[src/hw/tmr_consts.vh]
// Function
// - Counter synchronous, tick is clock enable
// - Phase-frequency correct reloads compare at BOTTOM
// - Nonzero channel A action overrides pin A, except code 01 in PWM modes other than 9/11/14/15
// - Nonzero channel B action overrides pin B, except code 01 in any PWM mode
// - Pin driven only when direction is output
// - Non-PWM codes: off, toggle, clear, set
// - Fast PWM: 10 non-inverting, 11 inverting
// - Fast PWM code 01 toggles A in 14/15
// - Fast PWM 10/11: match at TOP ignored, BOTTOM acts
// - Dual-slope: 10 clear up, set down; 11 opposite
// - Dual-slope code 01 toggles A in 9/11
// - Mode from control A 1:0, control B bits
// - Modes 1-3,10,11: reload TOP, overflow BOTTOM
// - Modes 8,9: reload BOTTOM, overflow BOTTOM
// - Fast modes: reload BOTTOM, overflow TOP
// - Modes 0,4,12: immediate reload, overflow MAX
// - Dual-slope counts BOTTOM to TOP and back
// - Phase-frequency correct holds TOP one tick
`ifndef TMR_CONSTS_VH
`define TMR_CONSTS_VH

// Register byte offsets
`define TMR_REG_CTRL_A 6'h00
`define TMR_REG_CTRL_B 6'h04
`define TMR_REG_COUNT 6'h08
`define TMR_REG_CMP_A 6'h0c
`define TMR_REG_CMP_B 6'h10
`define TMR_REG_CAPT 6'h14
`define TMR_REG_PORT 6'h18
`define TMR_REG_IRQ_STAT 6'h1c
`define TMR_REG_IRQ_MASK 6'h20

// Control A fields
`define TMR_CA_ACT_A_HI 7
`define TMR_CA_ACT_A_LO 6
`define TMR_CA_ACT_B_HI 5
`define TMR_CA_ACT_B_LO 4
`define TMR_CA_MODE_HI 1
`define TMR_CA_MODE_LO 0
// Control B fields
`define TMR_CB_MODE_HI 4
`define TMR_CB_MODE_LO 3
`define TMR_CB_CS_HI 2
`define TMR_CB_CS_LO 0
`define TMR_CB_MASK 8'h1f
// Port register fields
`define TMR_PORT_DIR_A 0
`define TMR_PORT_DIR_B 1
`define TMR_PORT_DATA_A 2
`define TMR_PORT_DATA_B 3
// Interrupt status and mask fields
`define TMR_IRQ_OVF 0
`define TMR_IRQ_MATCH_A 1
`define TMR_IRQ_MATCH_B 2

// Reset values
`define TMR_RST8 8'h00
`define TMR_RST16 16'h0000
`define TMR_RST_PORT 4'h0
`define TMR_RST_IRQ 3'h0
`define TMR_RST32 32'h00000000

// Waveform classes
`define TMR_CLS_NORM 2'h0
`define TMR_CLS_FAST 2'h1
`define TMR_CLS_DUAL 2'h2

// Output action codes
`define TMR_ACT_OFF 2'h0
`define TMR_ACT_TOG 2'h1
`define TMR_ACT_CLR 2'h2
`define TMR_ACT_SET 2'h3

// Event points for compare reload and overflow
`define TMR_EVT_IMM 2'h0
`define TMR_EVT_TOP 2'h1
`define TMR_EVT_BOT 2'h2

// TOP sources
`define TMR_TOP_FIX 2'h0
`define TMR_TOP_CMPA 2'h1
`define TMR_TOP_CAPT 2'h2

// Counter values
`define TMR_BOTTOM 16'h0000
`define TMR_ONE 16'h0001
`define TMR_MAX 16'hffff
`define TMR_TOP_8 16'h00ff
`define TMR_TOP_9 16'h01ff
`define TMR_TOP_10 16'h03ff

// Mode numbers
`define TMR_MODE_0 4'h0
`define TMR_MODE_1 4'h1
`define TMR_MODE_2 4'h2
`define TMR_MODE_3 4'h3
`define TMR_MODE_4 4'h4
`define TMR_MODE_5 4'h5
`define TMR_MODE_6 4'h6
`define TMR_MODE_7 4'h7
`define TMR_MODE_8 4'h8
`define TMR_MODE_9 4'h9
`define TMR_MODE_10 4'ha
`define TMR_MODE_11 4'hb
`define TMR_MODE_12 4'hc
`define TMR_MODE_13 4'hd
`define TMR_MODE_14 4'he
`define TMR_MODE_15 4'hf

`endif

[src/hw/tmr_wave_ctrl.v]
`timescale 1ns/10ps
`include "tmr_consts.vh"

module tmr_wave_ctrl (
  // Clock and reset
  input wire clock,
  input wire rst_b,
  // Avalon-MM slave
  input wire [5:0] avs_address,
  input wire avs_read,
  input wire avs_write,
  input wire [31:0] avs_writedata,
  output reg [31:0] avs_readdata,
  output reg avs_waitrequest,
  // Timer tick qualifier
  input wire timer_tick_enable,
  // Pins
  output reg pin_a_out,
  output reg pin_a_oe,
  output reg pin_b_out,
  output reg pin_b_oe,
  // Interrupt
  output reg irq
);

  reg [7:0] timer_control_a_r;
  reg [7:0] timer_control_b_r;
  reg [15:0] cmp_buf_a_r;
  reg [15:0] cmp_buf_b_r;
  reg [15:0] capture_value_r;
  reg [3:0] port_r;
  reg [2:0] irq_stat_r;
  reg [2:0] irq_mask_r;
  reg [2:0] irq_stat_nxt;
  reg [31:0] rd_nxt;

  wire req;
  wire wr_en;
  wire [3:0] waveform_mode_sel;
  wire [1:0] chan_a_output_action;
  wire [1:0] chan_b_output_action;
  wire [15:0] counter_value;
  wire count_down;
  wire [15:0] compare_value_a;
  wire [15:0] compare_value_b;
  wire match_a;
  wire match_b;
  wire wave_out_a;
  wire wave_out_b;
  wire wave_on_a;
  wire wave_on_b;
  wire cnt_load;
  wire tick;
  wire at_top;
  wire at_bot;
  wire at_max;
  wire reload;
  wire overflow_flag_set;
  wire [2:0] irq_set;
  wire [2:0] irq_clr;

  reg [1:0] cls;
  reg [1:0] top_src;
  reg [15:0] top_fixed;
  reg [1:0] upd_at;
  reg [1:0] ovf_at;
  reg toggle_ok;
  reg [15:0] top_val;
  reg ovf_evt;
  reg upd_evt;

  // Bus handshake: one wait cycle, then the access completes
  assign req = avs_read | avs_write;
  assign wr_en = avs_write & ~avs_waitrequest;

  always @(posedge clock or negedge rst_b)
  begin
    if (!rst_b)
    begin
      avs_waitrequest <= 1'b1;
      avs_readdata <= `TMR_RST32;
    end
    else
    begin
      avs_waitrequest <= ~(req & avs_waitrequest);
      if (avs_read & avs_waitrequest)
        avs_readdata <= rd_nxt;
    end
  end

  // Four-bit mode is split over both control registers
  assign waveform_mode_sel = {timer_control_b_r[`TMR_CB_MODE_HI:`TMR_CB_MODE_LO],
    timer_control_a_r[`TMR_CA_MODE_HI:`TMR_CA_MODE_LO]};
  assign chan_a_output_action = timer_control_a_r[`TMR_CA_ACT_A_HI:`TMR_CA_ACT_A_LO];
  assign chan_b_output_action = timer_control_a_r[`TMR_CA_ACT_B_HI:`TMR_CA_ACT_B_LO];

  // Mode decode
  always @*
  begin
    cls = `TMR_CLS_NORM;
    top_src = `TMR_TOP_FIX;
    top_fixed = `TMR_MAX;
    upd_at = `TMR_EVT_IMM;
    ovf_at = `TMR_EVT_IMM;
    toggle_ok = 1'b0;
    case (waveform_mode_sel)
      `TMR_MODE_0:
      begin
        top_fixed = `TMR_MAX;
      end
      `TMR_MODE_1, `TMR_MODE_2, `TMR_MODE_3:
      begin
        cls = `TMR_CLS_DUAL;
        upd_at = `TMR_EVT_TOP;
        ovf_at = `TMR_EVT_BOT;
        if (waveform_mode_sel == `TMR_MODE_1)
          top_fixed = `TMR_TOP_8;
        else if (waveform_mode_sel == `TMR_MODE_2)
          top_fixed = `TMR_TOP_9;
        else
          top_fixed = `TMR_TOP_10;
      end
      `TMR_MODE_4:
      begin
        top_src = `TMR_TOP_CMPA;
      end
      `TMR_MODE_5, `TMR_MODE_6, `TMR_MODE_7:
      begin
        cls = `TMR_CLS_FAST;
        upd_at = `TMR_EVT_BOT;
        ovf_at = `TMR_EVT_TOP;
        if (waveform_mode_sel == `TMR_MODE_5)
          top_fixed = `TMR_TOP_8;
        else if (waveform_mode_sel == `TMR_MODE_6)
          top_fixed = `TMR_TOP_9;
        else
          top_fixed = `TMR_TOP_10;
      end
      `TMR_MODE_8:
      begin
        cls = `TMR_CLS_DUAL;
        top_src = `TMR_TOP_CAPT;
        upd_at = `TMR_EVT_BOT;
        ovf_at = `TMR_EVT_BOT;
      end
      `TMR_MODE_9:
      begin
        cls = `TMR_CLS_DUAL;
        top_src = `TMR_TOP_CMPA;
        upd_at = `TMR_EVT_BOT;
        ovf_at = `TMR_EVT_BOT;
        toggle_ok = 1'b1;
      end
      `TMR_MODE_10:
      begin
        cls = `TMR_CLS_DUAL;
        top_src = `TMR_TOP_CAPT;
        upd_at = `TMR_EVT_TOP;
        ovf_at = `TMR_EVT_BOT;
      end
      `TMR_MODE_11:
      begin
        cls = `TMR_CLS_DUAL;
        top_src = `TMR_TOP_CMPA;
        upd_at = `TMR_EVT_TOP;
        ovf_at = `TMR_EVT_BOT;
        toggle_ok = 1'b1;
      end
      `TMR_MODE_12:
      begin
        top_src = `TMR_TOP_CAPT;
      end
      `TMR_MODE_14:
      begin
        cls = `TMR_CLS_FAST;
        top_src = `TMR_TOP_CAPT;
        upd_at = `TMR_EVT_BOT;
        ovf_at = `TMR_EVT_TOP;
        toggle_ok = 1'b1;
      end
      `TMR_MODE_15:
      begin
        cls = `TMR_CLS_FAST;
        top_src = `TMR_TOP_CMPA;
        upd_at = `TMR_EVT_BOT;
        ovf_at = `TMR_EVT_TOP;
        toggle_ok = 1'b1;
      end
      // Reserved mode behaves as a free counter with no PWM
      default:
      begin
        cls = `TMR_CLS_NORM;
      end
    endcase
  end

  // TOP select; compare A as TOP uses the active, not the buffered, value
  always @*
  begin
    case (top_src)
      `TMR_TOP_CMPA: top_val = compare_value_a;
      `TMR_TOP_CAPT: top_val = capture_value_r;
      default: top_val = top_fixed;
    endcase
  end

  assign tick = timer_tick_enable;
  assign at_top = tick & (counter_value == top_val);
  assign at_bot = tick & (counter_value == `TMR_BOTTOM);
  assign at_max = tick & (counter_value == `TMR_MAX);

  always @*
  begin
    case (upd_at)
      `TMR_EVT_TOP: upd_evt = at_top;
      `TMR_EVT_BOT: upd_evt = at_bot;
      default: upd_evt = 1'b1;
    endcase
    case (ovf_at)
      `TMR_EVT_TOP: ovf_evt = at_top;
      `TMR_EVT_BOT: ovf_evt = at_bot;
      default: ovf_evt = at_max;
    endcase
  end

  assign reload = upd_evt;
  assign overflow_flag_set = ovf_evt;
  assign cnt_load = wr_en & (avs_address == `TMR_REG_COUNT);

  tmr_count u_count (
    .clock(clock),
    .rst_b(rst_b),
    .tick(tick),
    .dual(cls == `TMR_CLS_DUAL),
    .top(top_val),
    .load(cnt_load),
    .load_val(avs_writedata[15:0]),
    .count_r(counter_value),
    .down_r(count_down)
  );

  tmr_ocu u_ocu_a (
    .clock(clock),
    .rst_b(rst_b),
    .buf_val(cmp_buf_a_r),
    .load(reload),
    .tick(tick),
    .count(counter_value),
    .top(top_val),
    .down(count_down),
    .wrap(counter_value == top_val),
    .cls(cls),
    .action(chan_a_output_action),
    .toggle_ok(toggle_ok),
    .ocr_r(compare_value_a),
    .match(match_a),
    .wave_r(wave_out_a),
    .wave_on(wave_on_a)
  );

  // Channel B never gets the toggle permission
  tmr_ocu u_ocu_b (
    .clock(clock),
    .rst_b(rst_b),
    .buf_val(cmp_buf_b_r),
    .load(reload),
    .tick(tick),
    .count(counter_value),
    .top(top_val),
    .down(count_down),
    .wrap(counter_value == top_val),
    .cls(cls),
    .action(chan_b_output_action),
    .toggle_ok(1'b0),
    .ocr_r(compare_value_b),
    .match(match_b),
    .wave_r(wave_out_b),
    .wave_on(wave_on_b)
  );

  // Sticky flags: a new event beats a same-cycle write-one-to-clear
  assign irq_set = {match_b, match_a, overflow_flag_set};
  assign irq_clr = (wr_en & (avs_address == `TMR_REG_IRQ_STAT)) ? avs_writedata[2:0] : `TMR_RST_IRQ;

  always @*
  begin
    irq_stat_nxt = (irq_stat_r & ~irq_clr) | irq_set;
  end

  always @(posedge clock or negedge rst_b)
  begin
    if (!rst_b)
    begin
      timer_control_a_r <= `TMR_RST8;
      timer_control_b_r <= `TMR_RST8;
      cmp_buf_a_r <= `TMR_RST16;
      cmp_buf_b_r <= `TMR_RST16;
      capture_value_r <= `TMR_RST16;
      port_r <= `TMR_RST_PORT;
      irq_stat_r <= `TMR_RST_IRQ;
      irq_mask_r <= `TMR_RST_IRQ;
    end
    else
    begin
      irq_stat_r <= irq_stat_nxt;
      if (wr_en)
      begin
        case (avs_address)
          `TMR_REG_CTRL_A: timer_control_a_r <= avs_writedata[7:0];
          `TMR_REG_CTRL_B: timer_control_b_r <= avs_writedata[7:0] & `TMR_CB_MASK;
          `TMR_REG_CMP_A: cmp_buf_a_r <= avs_writedata[15:0];
          `TMR_REG_CMP_B: cmp_buf_b_r <= avs_writedata[15:0];
          `TMR_REG_CAPT: capture_value_r <= avs_writedata[15:0];
          `TMR_REG_PORT: port_r <= avs_writedata[3:0];
          `TMR_REG_IRQ_MASK: irq_mask_r <= avs_writedata[2:0];
          default: port_r <= port_r;
        endcase
      end
    end
  end

  // Read mux; unmapped addresses read zero
  always @*
  begin
    rd_nxt = `TMR_RST32;
    case (avs_address)
      `TMR_REG_CTRL_A: rd_nxt[7:0] = timer_control_a_r;
      `TMR_REG_CTRL_B: rd_nxt[7:0] = timer_control_b_r;
      `TMR_REG_COUNT: rd_nxt[15:0] = counter_value;
      `TMR_REG_CMP_A: rd_nxt[15:0] = cmp_buf_a_r;
      `TMR_REG_CMP_B: rd_nxt[15:0] = cmp_buf_b_r;
      `TMR_REG_CAPT: rd_nxt[15:0] = capture_value_r;
      `TMR_REG_PORT: rd_nxt[3:0] = port_r;
      `TMR_REG_IRQ_STAT: rd_nxt[2:0] = irq_stat_r;
      `TMR_REG_IRQ_MASK: rd_nxt[2:0] = irq_mask_r;
      default: rd_nxt = `TMR_RST32;
    endcase
  end

  // Pin drive, registered so every output comes from a flop
  always @(posedge clock or negedge rst_b)
  begin
    if (!rst_b)
    begin
      pin_a_out <= 1'b0;
      pin_a_oe <= 1'b0;
      pin_b_out <= 1'b0;
      pin_b_oe <= 1'b0;
      irq <= 1'b0;
    end
    else
    begin
      pin_a_out <= wave_on_a ? wave_out_a : port_r[`TMR_PORT_DATA_A];
      pin_b_out <= wave_on_b ? wave_out_b : port_r[`TMR_PORT_DATA_B];
      pin_a_oe <= port_r[`TMR_PORT_DIR_A];
      pin_b_oe <= port_r[`TMR_PORT_DIR_B];
      irq <= |(irq_stat_nxt & irq_mask_r);
    end
  end

endmodule // tmr_wave_ctrl

[src/hw/tmr_count.v]
`timescale 1ns/10ps
`include "tmr_consts.vh"

module tmr_count (
  // Clock and reset
  input wire clock,
  input wire rst_b,
  // Control
  input wire tick,
  input wire dual,
  input wire [15:0] top,
  // Software load
  input wire load,
  input wire [15:0] load_val,
  // State
  output reg [15:0] count_r,
  output reg down_r
);

  reg [15:0] count_nxt;
  reg down_nxt;

  always @*
  begin
    count_nxt = count_r;
    down_nxt = down_r;
    if (load)
    begin
      count_nxt = load_val;
    end
    else if (tick)
    begin
      if (dual)
      begin
        // Counter sits at TOP for the tick that reverses it
        if (!down_r)
        begin
          if (count_r >= top)
          begin
            down_nxt = (top != `TMR_BOTTOM);
            count_nxt = (top == `TMR_BOTTOM) ? `TMR_BOTTOM : count_r - `TMR_ONE;
          end
          else
          begin
            count_nxt = count_r + `TMR_ONE;
          end
        end
        else if (count_r == `TMR_BOTTOM)
        begin
          down_nxt = 1'b0;
          count_nxt = `TMR_ONE;
        end
        else
        begin
          count_nxt = count_r - `TMR_ONE;
        end
      end
      else
      begin
        // Equality only: a TOP lowered under the count runs on to MAX
        down_nxt = 1'b0;
        count_nxt = (count_r == top) ? `TMR_BOTTOM : count_r + `TMR_ONE;
      end
    end
    if (!dual)
    begin
      down_nxt = 1'b0;
    end
  end

  always @(posedge clock or negedge rst_b)
  begin
    if (!rst_b)
    begin
      count_r <= `TMR_RST16;
      down_r <= 1'b0;
    end
    else
    begin
      count_r <= count_nxt;
      down_r <= down_nxt;
    end
  end

endmodule // tmr_count

[src/hw/tmr_ocu.v]
`timescale 1ns/10ps
`include "tmr_consts.vh"

module tmr_ocu (
  // Clock and reset
  input wire clock,
  input wire rst_b,
  // Compare buffer and reload strobe
  input wire [15:0] buf_val,
  input wire load,
  // Counter state
  input wire tick,
  input wire [15:0] count,
  input wire [15:0] top,
  input wire down,
  input wire wrap,
  // Configuration
  input wire [1:0] cls,
  input wire [1:0] action,
  input wire toggle_ok,
  // Results
  output reg [15:0] ocr_r,
  output wire match,
  output reg wave_r,
  output wire wave_on
);

  reg wave_nxt;

  assign match = tick & (count == ocr_r);

  // Toggle code outside non-PWM needs the per-mode permission
  assign wave_on = (action != `TMR_ACT_OFF) &
    ~((action == `TMR_ACT_TOG) & (cls != `TMR_CLS_NORM) & ~toggle_ok);

  always @*
  begin
    wave_nxt = wave_r;
    case (cls)
      `TMR_CLS_NORM:
      begin
        if (match)
        begin
          case (action)
            `TMR_ACT_TOG: wave_nxt = ~wave_r;
            `TMR_ACT_CLR: wave_nxt = 1'b0;
            `TMR_ACT_SET: wave_nxt = 1'b1;
            default: wave_nxt = wave_r;
          endcase
        end
      end
      `TMR_CLS_FAST:
      begin
        if (action[1])
        begin
          // Wrap wins, so a match at TOP is dropped
          if (tick & wrap)
            wave_nxt = ~action[0];
          else if (match & (ocr_r != top))
            wave_nxt = action[0];
        end
        else if ((action == `TMR_ACT_TOG) & toggle_ok & match)
        begin
          wave_nxt = ~wave_r;
        end
      end
      `TMR_CLS_DUAL:
      begin
        if (action[1] & match)
          wave_nxt = down ? ~action[0] : action[0];
        else if ((action == `TMR_ACT_TOG) & toggle_ok & match)
          wave_nxt = ~wave_r;
      end
      default: wave_nxt = wave_r;
    endcase
  end

  always @(posedge clock or negedge rst_b)
  begin
    if (!rst_b)
    begin
      ocr_r <= `TMR_RST16;
      wave_r <= 1'b0;
    end
    else
    begin
      if (load)
        ocr_r <= buf_val;
      wave_r <= wave_nxt;
    end
  end

endmodule // tmr_ocu

[config.mk]
export PLATFORM = sky130hd
export DESIGN_NAME = tmr_wave_ctrl
export DESIGN_NICKNAME = d
export VERILOG_FILES = /design/src/hw/tmr_wave_ctrl.v /design/src/hw/tmr_count.v /design/src/hw/tmr_ocu.v
export VERILOG_INCLUDE_DIRS = /design/src /design/src/hw
export SDC_FILE = /design/constraint.sdc
export NUM_CORES = 1
export LEC_CHECK = 0
export ABC_CLOCK_PERIOD_IN_PS = 8900
export BUFFER_PORTS_ARGS = -buffer_cell sky130_fd_sc_hd__buf_4
export CAP_MARGIN = 20
export CORE_ASPECT_RATIO = 0.8
export CORE_UTILIZATION = 23
export CTS_CLUSTER_DIAMETER = 100
export CTS_CLUSTER_SIZE = 20
export DETAILED_ROUTE_END_ITERATION = 6
export PLACE_DENSITY_LB_ADDON = 0.1
export SLEW_MARGIN = 40
export SYNTH_ARGS = -nofsm -noshare
export SYNTH_HDL_FRONTEND = slang
export SYNTH_SLANG_ARGS = --single-unit
[constraint.sdc]
create_clock -name clock -period 8.9 [get_ports clock]
set_clock_uncertainty 0.2 [all_clocks]
set_input_delay 1.78 -clock clock [delete_from_list [all_inputs] [get_ports clock]]
set_output_delay 1.78 -clock clock [all_outputs]
set_load 0.1 [all_outputs]
After elaboration in Yosys (flattened, before gate mapping)
Cells that the tools add are included.
- equality and inequality tests: 50
- multiplexer cells: 50
- add/subtract/negate cells: 2
- reduce and logical (&&, ||, !) cells: 30
- bitwise gates (word level): 35
- $lt $le $gt $ge: 1
- operators by type and width (operator ; count):
    16-bit two-way mux ; 8
    16-bit case mux with 2 select lines ; 2
    16-bit equality test ; 3
    10-bit two-way mux ; 4
    16-bit logical NOT ; 2
    16-bit != test ; 2
    8-bit case mux with 4 select lines ; 1
    4-bit equality test (second input constant) ; 7
    3-bit case mux with 9 select lines ; 1
    6-bit by 5-bit equality test with 1-bit output (second input constant) ; 4
    4-bit case mux with 6 select lines ; 1
    1-bit two-way mux ; 22
    1-bit AND ; 21
    16-bit by 1-bit adder with 16-bit output (second input constant) ; 1
    16-bit equality test (second input constant) ; 1
    4-bit by 3-bit equality test with 1-bit output (second input constant) ; 4
    16-bit greater-or-equal comparator ; 1
    2-bit AND reduction ; 8
    16-bit nonzero test ; 1
    16-bit by 1-bit subtractor with 16-bit output (second input constant) ; 1
    2-bit equality test (second input constant) ; 7
    7-bit OR reduction ; 2
    6-bit by 4-bit equality test with 1-bit output (second input constant) ; 2
    1-bit case mux with 3 select lines ; 4
    28 further kinds ; 58
- output and inout bits: 38
- bits in registers: 144

Depth between registers and ports, before layout
Gate-level depths: netlist (run 1).
- word-level depth: 12
- depth in mapped cells: 16

Hierarchy
A second synthesis (run 1) with hierarchy kept.
- cell total of the unflattened synthesis: 1089
- area total of the unflattened synthesis: 10416.2 um2
- by module, submodules not included (module ; times used ; cells an instance ; area an instance (um2)):
    tmr_wave_ctrl ; 1 ; 536 ; 5504.0
    tmr_ocu ; 2 ; 128 ; 1310.0
    tmr_count ; 1 ; 297 ; 2292.2

Least setup slack after synthesis (run 1)
No wires, ideal clock.
- path kind: input port to flip-flop
- start: input avs_address[1]
- end: register cmp_buf_a_r[10]
- setup slack: 4.916 ns
- arrival: 3.659 ns
- stages on the path: 6
- data required time: 8.575 ns
- library setup time: 0.125 ns
- path through: nor3_1 > nand2b_1 > clkbuf_1 > nor3_1 > clkbuf_1 > mux2_2
- longest elaborated chain between the ends: 2
- ends and longest elaborated chain (what ; line ; RTL):
    start: declaration ; tmr_wave_ctrl.v:9 ; input wire [5:0] avs_address,
    6-bit by 4-bit equality test with 1-bit output ; tmr_wave_ctrl.v:308 ; case (avs_address)
    2-bit AND reduction (no line) ; - ;
    end signal: assignment ; tmr_wave_ctrl.v:296 ; cmp_buf_a_r <= `TMR_RST16;
    end signal: assignment ; tmr_wave_ctrl.v:311 ; `TMR_REG_CMP_A: cmp_buf_a_r <= avs_writedata[15:0];
    end: declaration ; tmr_wave_ctrl.v:28 ; reg [15:0] cmp_buf_a_r;
No other way between the ends.
A chain may end at the register's enable or synchronous reset.

Final worst setup path (run 1)
- start: register timer_control_a_r[1]
- end: register u_ocu_b.wave_r
- longest elaborated chain between the ends: 10
- elaborated cells between the ends (all ways): 47
- ends and longest elaborated chain (what ; line ; RTL):
    start: declaration ; tmr_wave_ctrl.v:26 ; reg [7:0] timer_control_a_r;
    start signal: assignment ; tmr_wave_ctrl.v:294 ; timer_control_a_r <= `TMR_RST8;
    start signal: assignment ; tmr_wave_ctrl.v:309 ; `TMR_REG_CTRL_A: timer_control_a_r <= avs_writedata[7:0];
    4-bit equality test, or another cell as far along ; tmr_wave_ctrl.v:106 ; case (waveform_mode_sel)
    4-bit OR reduction (no line), or another cell as far along ; - ;
    2-bit case mux with 2 select lines, or another cell as far along ; tmr_wave_ctrl.v:106 ;
    2-bit equality test, or another cell as far along ; tmr_wave_ctrl.v:200 ; case (top_src)
    16-bit case mux with 2 select lines ; tmr_wave_ctrl.v:200 ;
    16-bit equality test ; tmr_wave_ctrl.v:271 ; .wrap(counter_value == top_val),
    1-bit AND ; tmr_ocu.v:57 ; if (tick & wrap)
    1-bit two-way mux ; tmr_ocu.v:57 ;
    1-bit two-way mux ; tmr_ocu.v:54 ; if (action[1])
    1-bit case mux with 3 select lines ; tmr_ocu.v:39 ; case (cls)
    end signal: assignment ; tmr_ocu.v:89 ; wave_r <= wave_nxt;
    end: declaration ; tmr_ocu.v:24 ; output reg wave_r,
Several ways; a longest one is shown, not always the timed one. The select of a mux whose other input is x is not followed.

==> summary.txt, run 1 <==
Yosys top cell area share: 0.3727
Hold Startpoint: port_r[0]$_DFFE_PN0P_
gp weighted congestion: 0.8527
leading area contributor after synthesis: dfrtp_1
CP Capture Type: register
CTS max path bufs: 2
clock latency on the worst-skew pair: 0.46 ns
Clock Tree Root: clkbuf_16
row count: 66
routed wire length: 38.45 mm
worst setup path category: reg -> reg
Max H-tree Level: 4
Power, Total: 2446 uW
Setup violations, final: 0
cell area power density: 219.6 nW/um^2
first-pass GRT wire length: 56.61 mm
final cell count without fillers: 1601
Max Clk Rate: 208.6 MHz
core area: 40880 sq um
post-synthesis sequential area ratio: 0.3755
CP required: 9.04 ns
die height: 184.7 um
status: finished clean
initial antenna violation count: 5
Main synth FF type: dfrtp_1
leakage: 0.004749 uW
Netlist Area Pre-Place: 9600 sq um
post-synthesis register bit count: 144
TritonCTS Buffers: 17
CP Launch Type: register
Tmin final: 4.794 ns
1st-pass router iterations: 5
Iteration-0 DRC Markers: 609
Slew Limit Fails: 0
Hold Fails Final Rpt: 0
# DRC: 0
CTS tree: done
CTS Hold Bufs: 0
Post-synth EDFFs: 0
Layout Nets: 1116
# IOs: 81
vias: 8184
Design Area, Final: 11130 sq um
cells after synthesis: 1025
top cells by area, synth: dfrtp_1 (37%), mux2_2 (11%), ha_1 (4.0%), o21ai_0 (4.0%), nand2_1 (3.7%)
fin crit share: 0.5387
fill cell count: 4403
worst r2r src: timer_control_a_r[1]$_DFFE_PN0P_
Die ar.: 42570 sq um
worst-path fanout max: 11
Vias/cell: 5.112
asr flop ratio synth: 1.000
Synth Area per Inst: 9.366 sq um
Hold Crit Class: reg -> reg
hold slack final: 0.2873 ns
Worst-path clk slew: 0.07 ns
Syn. warnings: 0
Post-DP HPWL: 28.11 mm
PostCTS Resize Cnt: 0
area grow syn2layout: 15.98%
Sinks on Clock Net: 144
Post-DP Area: 10510 sq um
Post-CTS Setup Inserts: 0
Yosys cell types: 77
Initial Utilization: 0.2349
CP Data Arrival Time: 4.94 ns
cell with the most instances after synthesis: dfrtp_1
Max-slew headroom: 0.4712
maximum vdd drop: 0.0001262 V
most instantiated cells after synthesis: dfrtp_1 (143), nand2_1 (95), mux2_2 (92)
DR WL/cell: 24.02 um
number of nets with antenna violations after detailed routing: 0
RSZ-0062 raised after global routing: no
Max-cap violations: 0
grt ovf: 0
Setup crit start: timer_control_a_r[1]$_DFFE_PN0P_
number of global-route vias before repair: 7909
share of post-route cells with drive strength above 1: 0.2152
largest net degree at the start of global routing: 63
chip width: 230.4 um
number of port buffers: 48
setup_tns: 0 ns
dpl cells: 1567
Slew @ Worst Pin: 0.7821 ns
Tot GR Track Use: 0.1844
[cells in the final DEF (no fill, tap or decap), drive strengths merged, types with 8 or more instances in the layout]
| master | count |
|---|---|
| nand2 | 95 |
| clkbuf | 20 |
| a22o | 11 |
| mux2 | 92 |
| nor2b | 8 |
| a22oi | 11 |
| and3 | 13 |
| ha | 31 |
| xor2 | 31 |
| a221oi | 13 |
| a2bb2oi | 8 |
| nand2b | 10 |
| or3 | 9 |
| nor2 | 56 |
| buf | 76 |
| nand4 | 21 |
| inv | 41 |
| a31oi | 16 |
| nor4 | 20 |
| o21ai | 76 |
| o22ai | 17 |
| nand3 | 17 |
| conb | 16 |
| nor3 | 23 |
| xnor2 | 28 |
| a21oi | 34 |
| o211ai | 10 |
| dfrtp | 143 |
[flip-flops by register name, summed over array words and instances, names as in the netlist, 8 cells and up]
name               cells
avs_readdata          16
cmp_buf_b_r           16
cmp_buf_a_r           16
u_count.count_r       16
capture_value_r       16
timer_control_a_r      8
u_ocu_b.ocr_r         16
u_ocu_a.ocr_r         16
[metal layers]
layer,vias up,track usage,part of all wire
met4,0,0.04132,0.0096
met1,4197,0.2823,0.53
li1,3767,-,-
met3,22,0.03280,0.047
met2,198,0.2633,0.42
met5,-,0,0
[area by class of cell]
class,count,area (sq um),share of cell area
Clock inverter,12,145.1,0.01304
Antenna cell,2,5.005,0.0004495
Timing Repair Buffer,76,590.6,0.05304
Tap cell,544,680.7,0.06113
Sequential cell,144,3605,0.3237
Multi-Input combinational cell,765,5499,0.4939
Clock buffer,20,466.7,0.04191
Inverter,38,142.6,0.01281
[report_power, final]
part | switching (uW) | total, uW | internal [uW] | leakage, uW
sequential | 111 | 842 | 730 | 0.00194
combinational | 536 | 828 | 292 | 0.00251
clock | 335 | 776 | 441 | 0.000300
[logic make-up after synthesis]
logic type      share of synthesized area
fa+ha+maj                         0.04040
xor+xnor                          0.05383
simple gates                       0.1569
compound gates                     0.1861
flops                              0.3755
mux                                0.1259
other cells                     0.0003906
buf+inv                           0.06099
[worst paths after layout]
| path | cells after the start | to | slack, ns |
|---|---|---|---|
| setup / recovery | 12 | u_ocu_b.wave_r$_DFFE_PN0P_ | 4.11 |
| hold / removal | 0 | pin_a_oe$_DFF_PN0_ | 0.29 |
| setup reg to reg | 12 | u_ocu_b.wave_r$_DFFE_PN0P_ | 4.11 |
| hold reg to reg | 0 | pin_a_oe$_DFF_PN0_ | 0.29 |
| max in group asynchronous | 3 | avs_waitrequest$_DFF_PN1_ | 6.50 |
| min in group asynchronous | 1 | u_count.count_r[8]$_DFFE_PN0P_ | 0.99 |
[stage by stage]
stage	setup slack, ns	utilization
6_report	4.106	0.2724
5_1_grt	3.831	0.2723
2_1_floorplan	4.916	-
3_5_place_dp	4.129	0.2571
4_1_cts	4.190	0.2721
3_3_place_gp	3.879	0.2564
[critical path, stage by stage (launching register included)]
cell      delay [ns]
dfrtp_1         0.74
nand2b_1        0.52
a31oi_1         0.15
nor2_1          0.52
ha_1            0.23
nand4_1         0.21
nor4_1          0.47
nand2_1         0.33
a21oi_1         0.23
o21a_1          0.12
o21ai_0         0.17
a31oi_1         0.39
mux2_2          0.39
(Power assumes the default switching activity.)
==> run 2, diff against run 1 <==
ABC_AREA = 1   (was not set)
ABC_CLOCK_PERIOD_IN_PS = 3900   (was 8900)
clock period = 3.9 ns   (was 8.9 ns; I/O delays follow)
==> summary.txt, run 2 <==
status: finished clean
Post-synth EDFFs: 0 (unchanged)
number of global-route vias before repair: 9053 (+14%)
R2R depth: 17 (+5)
routed wire length: 39.80 mm (+3.5%)
die height: 186.3 um (+0.86%)
multi-input logic area: 5250 sq um (-4.5%)
Yosys top cell area share: 0.3664 (-0.006351)
CP Capture Type: register
CP required: 4.05 ns (-4.99 ns)
1st-pass router iterations: 5 (unchanged)
Yosys cell types: 53 (-31%)
Syn. warnings: 0 (unchanged)
# IOs: 81 (unchanged)
fill cell count: 4706 (+6.9%)
share of post-route cells with drive strength above 1: 0.1035 (-0.1117)
initial antenna violation count: 2 (-3)
crit-path most repeated cell: nand2_1
Max-slew headroom: 0.4704 (-0.0008450)
slowest CP cell: dfrtp_2
Clock Tree Root: clkbuf_16
asr flop ratio synth: 1.000 (unchanged)
Vias/cell: 4.658 (-8.9%)
largest net degree at the start of global routing: 79 (+25%)
top cells by area, synth: dfrtp_1 (37%), nand2_1 (19%), o21ai_0 (7.5%), inv_1 (5.8%), nand3_1 (4.2%)
RSZ-0062 raised after global routing: no
most frequent cells in the layout: nand2_1 (481), inv_1 (150), o21ai_0 (146)
Main synth FF type: dfrtp_1
FF/Latch Area: 3607 sq um (about the same)
row count: 67 (+1.5%)
worst-path fanout max: 18 (+7)
Hold Crit Class: in -> async
Die ar.: 43300 sq um (+1.7%)
CP Data Arrival Time: 3.67 ns (-1.27 ns)
post-synthesis sequential area ratio: 0.3691 (-0.006397)
core area: 41920 sq um (+2.5%)
setup_tns: 0 ns (unchanged)
cell with the most instances after synthesis: nand2_1
Post-CTS Setup Inserts: 0 (unchanged)
worst setup path category: reg -> reg
Iteration-0 DRC Markers: 781 (+28%)
Synth Area per Inst: 6.849 sq um (-27%)
leading area contributor after synthesis: dfrtp_1
Max-cap violations: 0 (unchanged)
TritonCTS Buffers: 17 (unchanged)
grt ovf: 0 (unchanged)
CTS Hold Bufs: 0 (unchanged)
Initial Utilization: 0.2330 (-0.001849)
Max H-tree Level: 4 (unchanged)
hold slack final: 0.1453 ns (-0.1420 ns)
maximum vdd drop: 0.0003276 V (+160%)
PostCTS Resize Cnt: 0 (unchanged)
cell area power density: 548.3 nW/um^2 (+150%)
vias: 9506 (+16%)
most instantiated cells after synthesis: nand2_1 (482), inv_1 (150), o21ai_0 (146)
cells after synthesis: 1426 (+39%)
Tmin final: 3.522 ns (-1.272 ns)
number of nets with antenna violations after detailed routing: 0 (unchanged)
number of port buffers: 48 (unchanged)
slack of the worst reg-to-reg path: 0.38 ns (-3.73 ns)
Post-DP HPWL: 31.06 mm (+10%)
Slew @ Worst Pin: 0.7935 ns (+0.01143 ns)
chip width: 232.4 um (+0.85%)
Setup violations, final: 0 (unchanged)
fin crit share: 0.9031 (+0.3645)
DR WL/cell: 19.50 um (-19%)
area grow syn2layout: 17.17%
Hold Fails Final Rpt: 0 (unchanged)
post-synthesis register bit count: 144 (unchanged)
CTS tree: done
worst r2r src: timer_control_a_r[0]$_DFFE_PN0P_
gp weighted congestion: 0.8963 (+5.1%)
RR Endpoint: u_ocu_b.wave_r$_DFFE_PN0P_
CP Launch Type: register
Critical Path Max Stage Delay: 0.48 ns (-0.26 ns)
CTS max path bufs: 2 (unchanged)
Tot GR Track Use: 0.1882 (+0.003774)
Layout Nets: 1550 (+39%)
cell chain of the critical path: nor2_1 > nor2_1 > inv_2 > nand2_2 > ha_1 > nand4_1 > nor2_1 > nand2_1 > nor2_2 > buf_4 > inv_1 > nand2_1 > inv_1 > o31ai_1 > nand2_1 > nand3_1 > nand2_1
# DRC: 0 (unchanged)
Netlist Area Pre-Place: 9767 sq um (+1.7%)
Worst-path clk slew: 0.07 ns (about the same)
Max Clk Rate: 283.9 MHz (+36%)
Slew Limit Fails: 0 (unchanged)
first-pass GRT wire length: 60.38 mm (+6.7%)
clock latency on the worst-skew pair: 0.46 ns (about the same)
leakage: 0.005721 uW (+20%)
Sinks on Clock Net: 144 (unchanged)
commonest non-fill, non-tap cell in the layout: nand2_1
==> run 2: power breakdown <==
part / switching [uW] / internal, uW
registers: 340 / 1680
logic: 1670 / 753
clock network: 758 / 1070
==> run 2: stage by stage <==
step	instances	power [uW]	area, sq um	setup WS [ns]	util
global route	2040	6686	11440	0.1127	0.2730
global placement	2009	4455	10810	0.2236	0.2579
floorplan	1441	3595	9823	1.102	-
detailed placement	2009	4450	10810	0.2358	0.2579
finish	2041	6275	11440	0.3779	0.2730
CTS	2040	6307	11420	0.1908	0.2725
==> run 2: routing by layer <==
metal	vias up	GRT usage	part of all wire
li1	4689	-	-
met1	4588	0.2752	0.50
met2	212	0.2883	0.44
met3	17	0.03591	0.047
met4	0	0.03062	0.0073
met5	-	0	0
==> run 2: worst max path at each step <==
stage,endpoint,start,slack [ns]
2_1_floorplan,u_count.count_r[15]$_DFFE_PN0P_,timer_control_a_r[0]$_DFFE_PN0P_,1.10
3_3_place_gp,u_count.count_r[12]$_DFFE_PN0P_,timer_control_b_r[3]$_DFFE_PN0P_,0.22
3_5_place_dp,u_count.count_r[12]$_DFFE_PN0P_,timer_control_b_r[3]$_DFFE_PN0P_,0.24
4_1_cts,u_count.count_r[12]$_DFFE_PN0P_,timer_control_a_r[1]$_DFFE_PN0P_,0.19
5_1_grt,u_ocu_b.wave_r$_DFFE_PN0P_,timer_control_b_r[4]$_DFFE_PN0P_,0.11
6_report,u_ocu_b.wave_r$_DFFE_PN0P_,timer_control_a_r[0]$_DFFE_PN0P_,0.38
==> run 2: layout make-up <==
type | count | area share
multi-input combinational | 1069 | 0.4588
sequential | 144 | 0.3152
tap | 552 | 0.06035
timing repair buffer | 80 | 0.05740
inverter | 164 | 0.05423
clock buffer | 19 | 0.03783
clock inverter | 12 | 0.01596
antenna | 1 | 0.0002187
==> run 2: kinds of logic after synthesis <==
| logic type | share of synthesized area |
|---|---|
| simple gates | 0.3199 |
| mux | 0.001153 |
| buf+inv | 0.1004 |
| other cells | 0.0003840 |
| compound gates | 0.1434 |
| xor+xnor | 0.02601 |
| flops | 0.3691 |
| fa+ha+maj | 0.03971 |
==> run 2: worst max-delay path: cells and delay by family, from the launching register on <==
kind                     cells  cell delay, ns
flip-flops                   1            0.48
buffers and inverters        4            0.53
AO/OA/AOI/OAI                1            0.20
AND/OR/NAND/NOR             11            1.81
adder cells (fa/ha/maj)      1            0.17
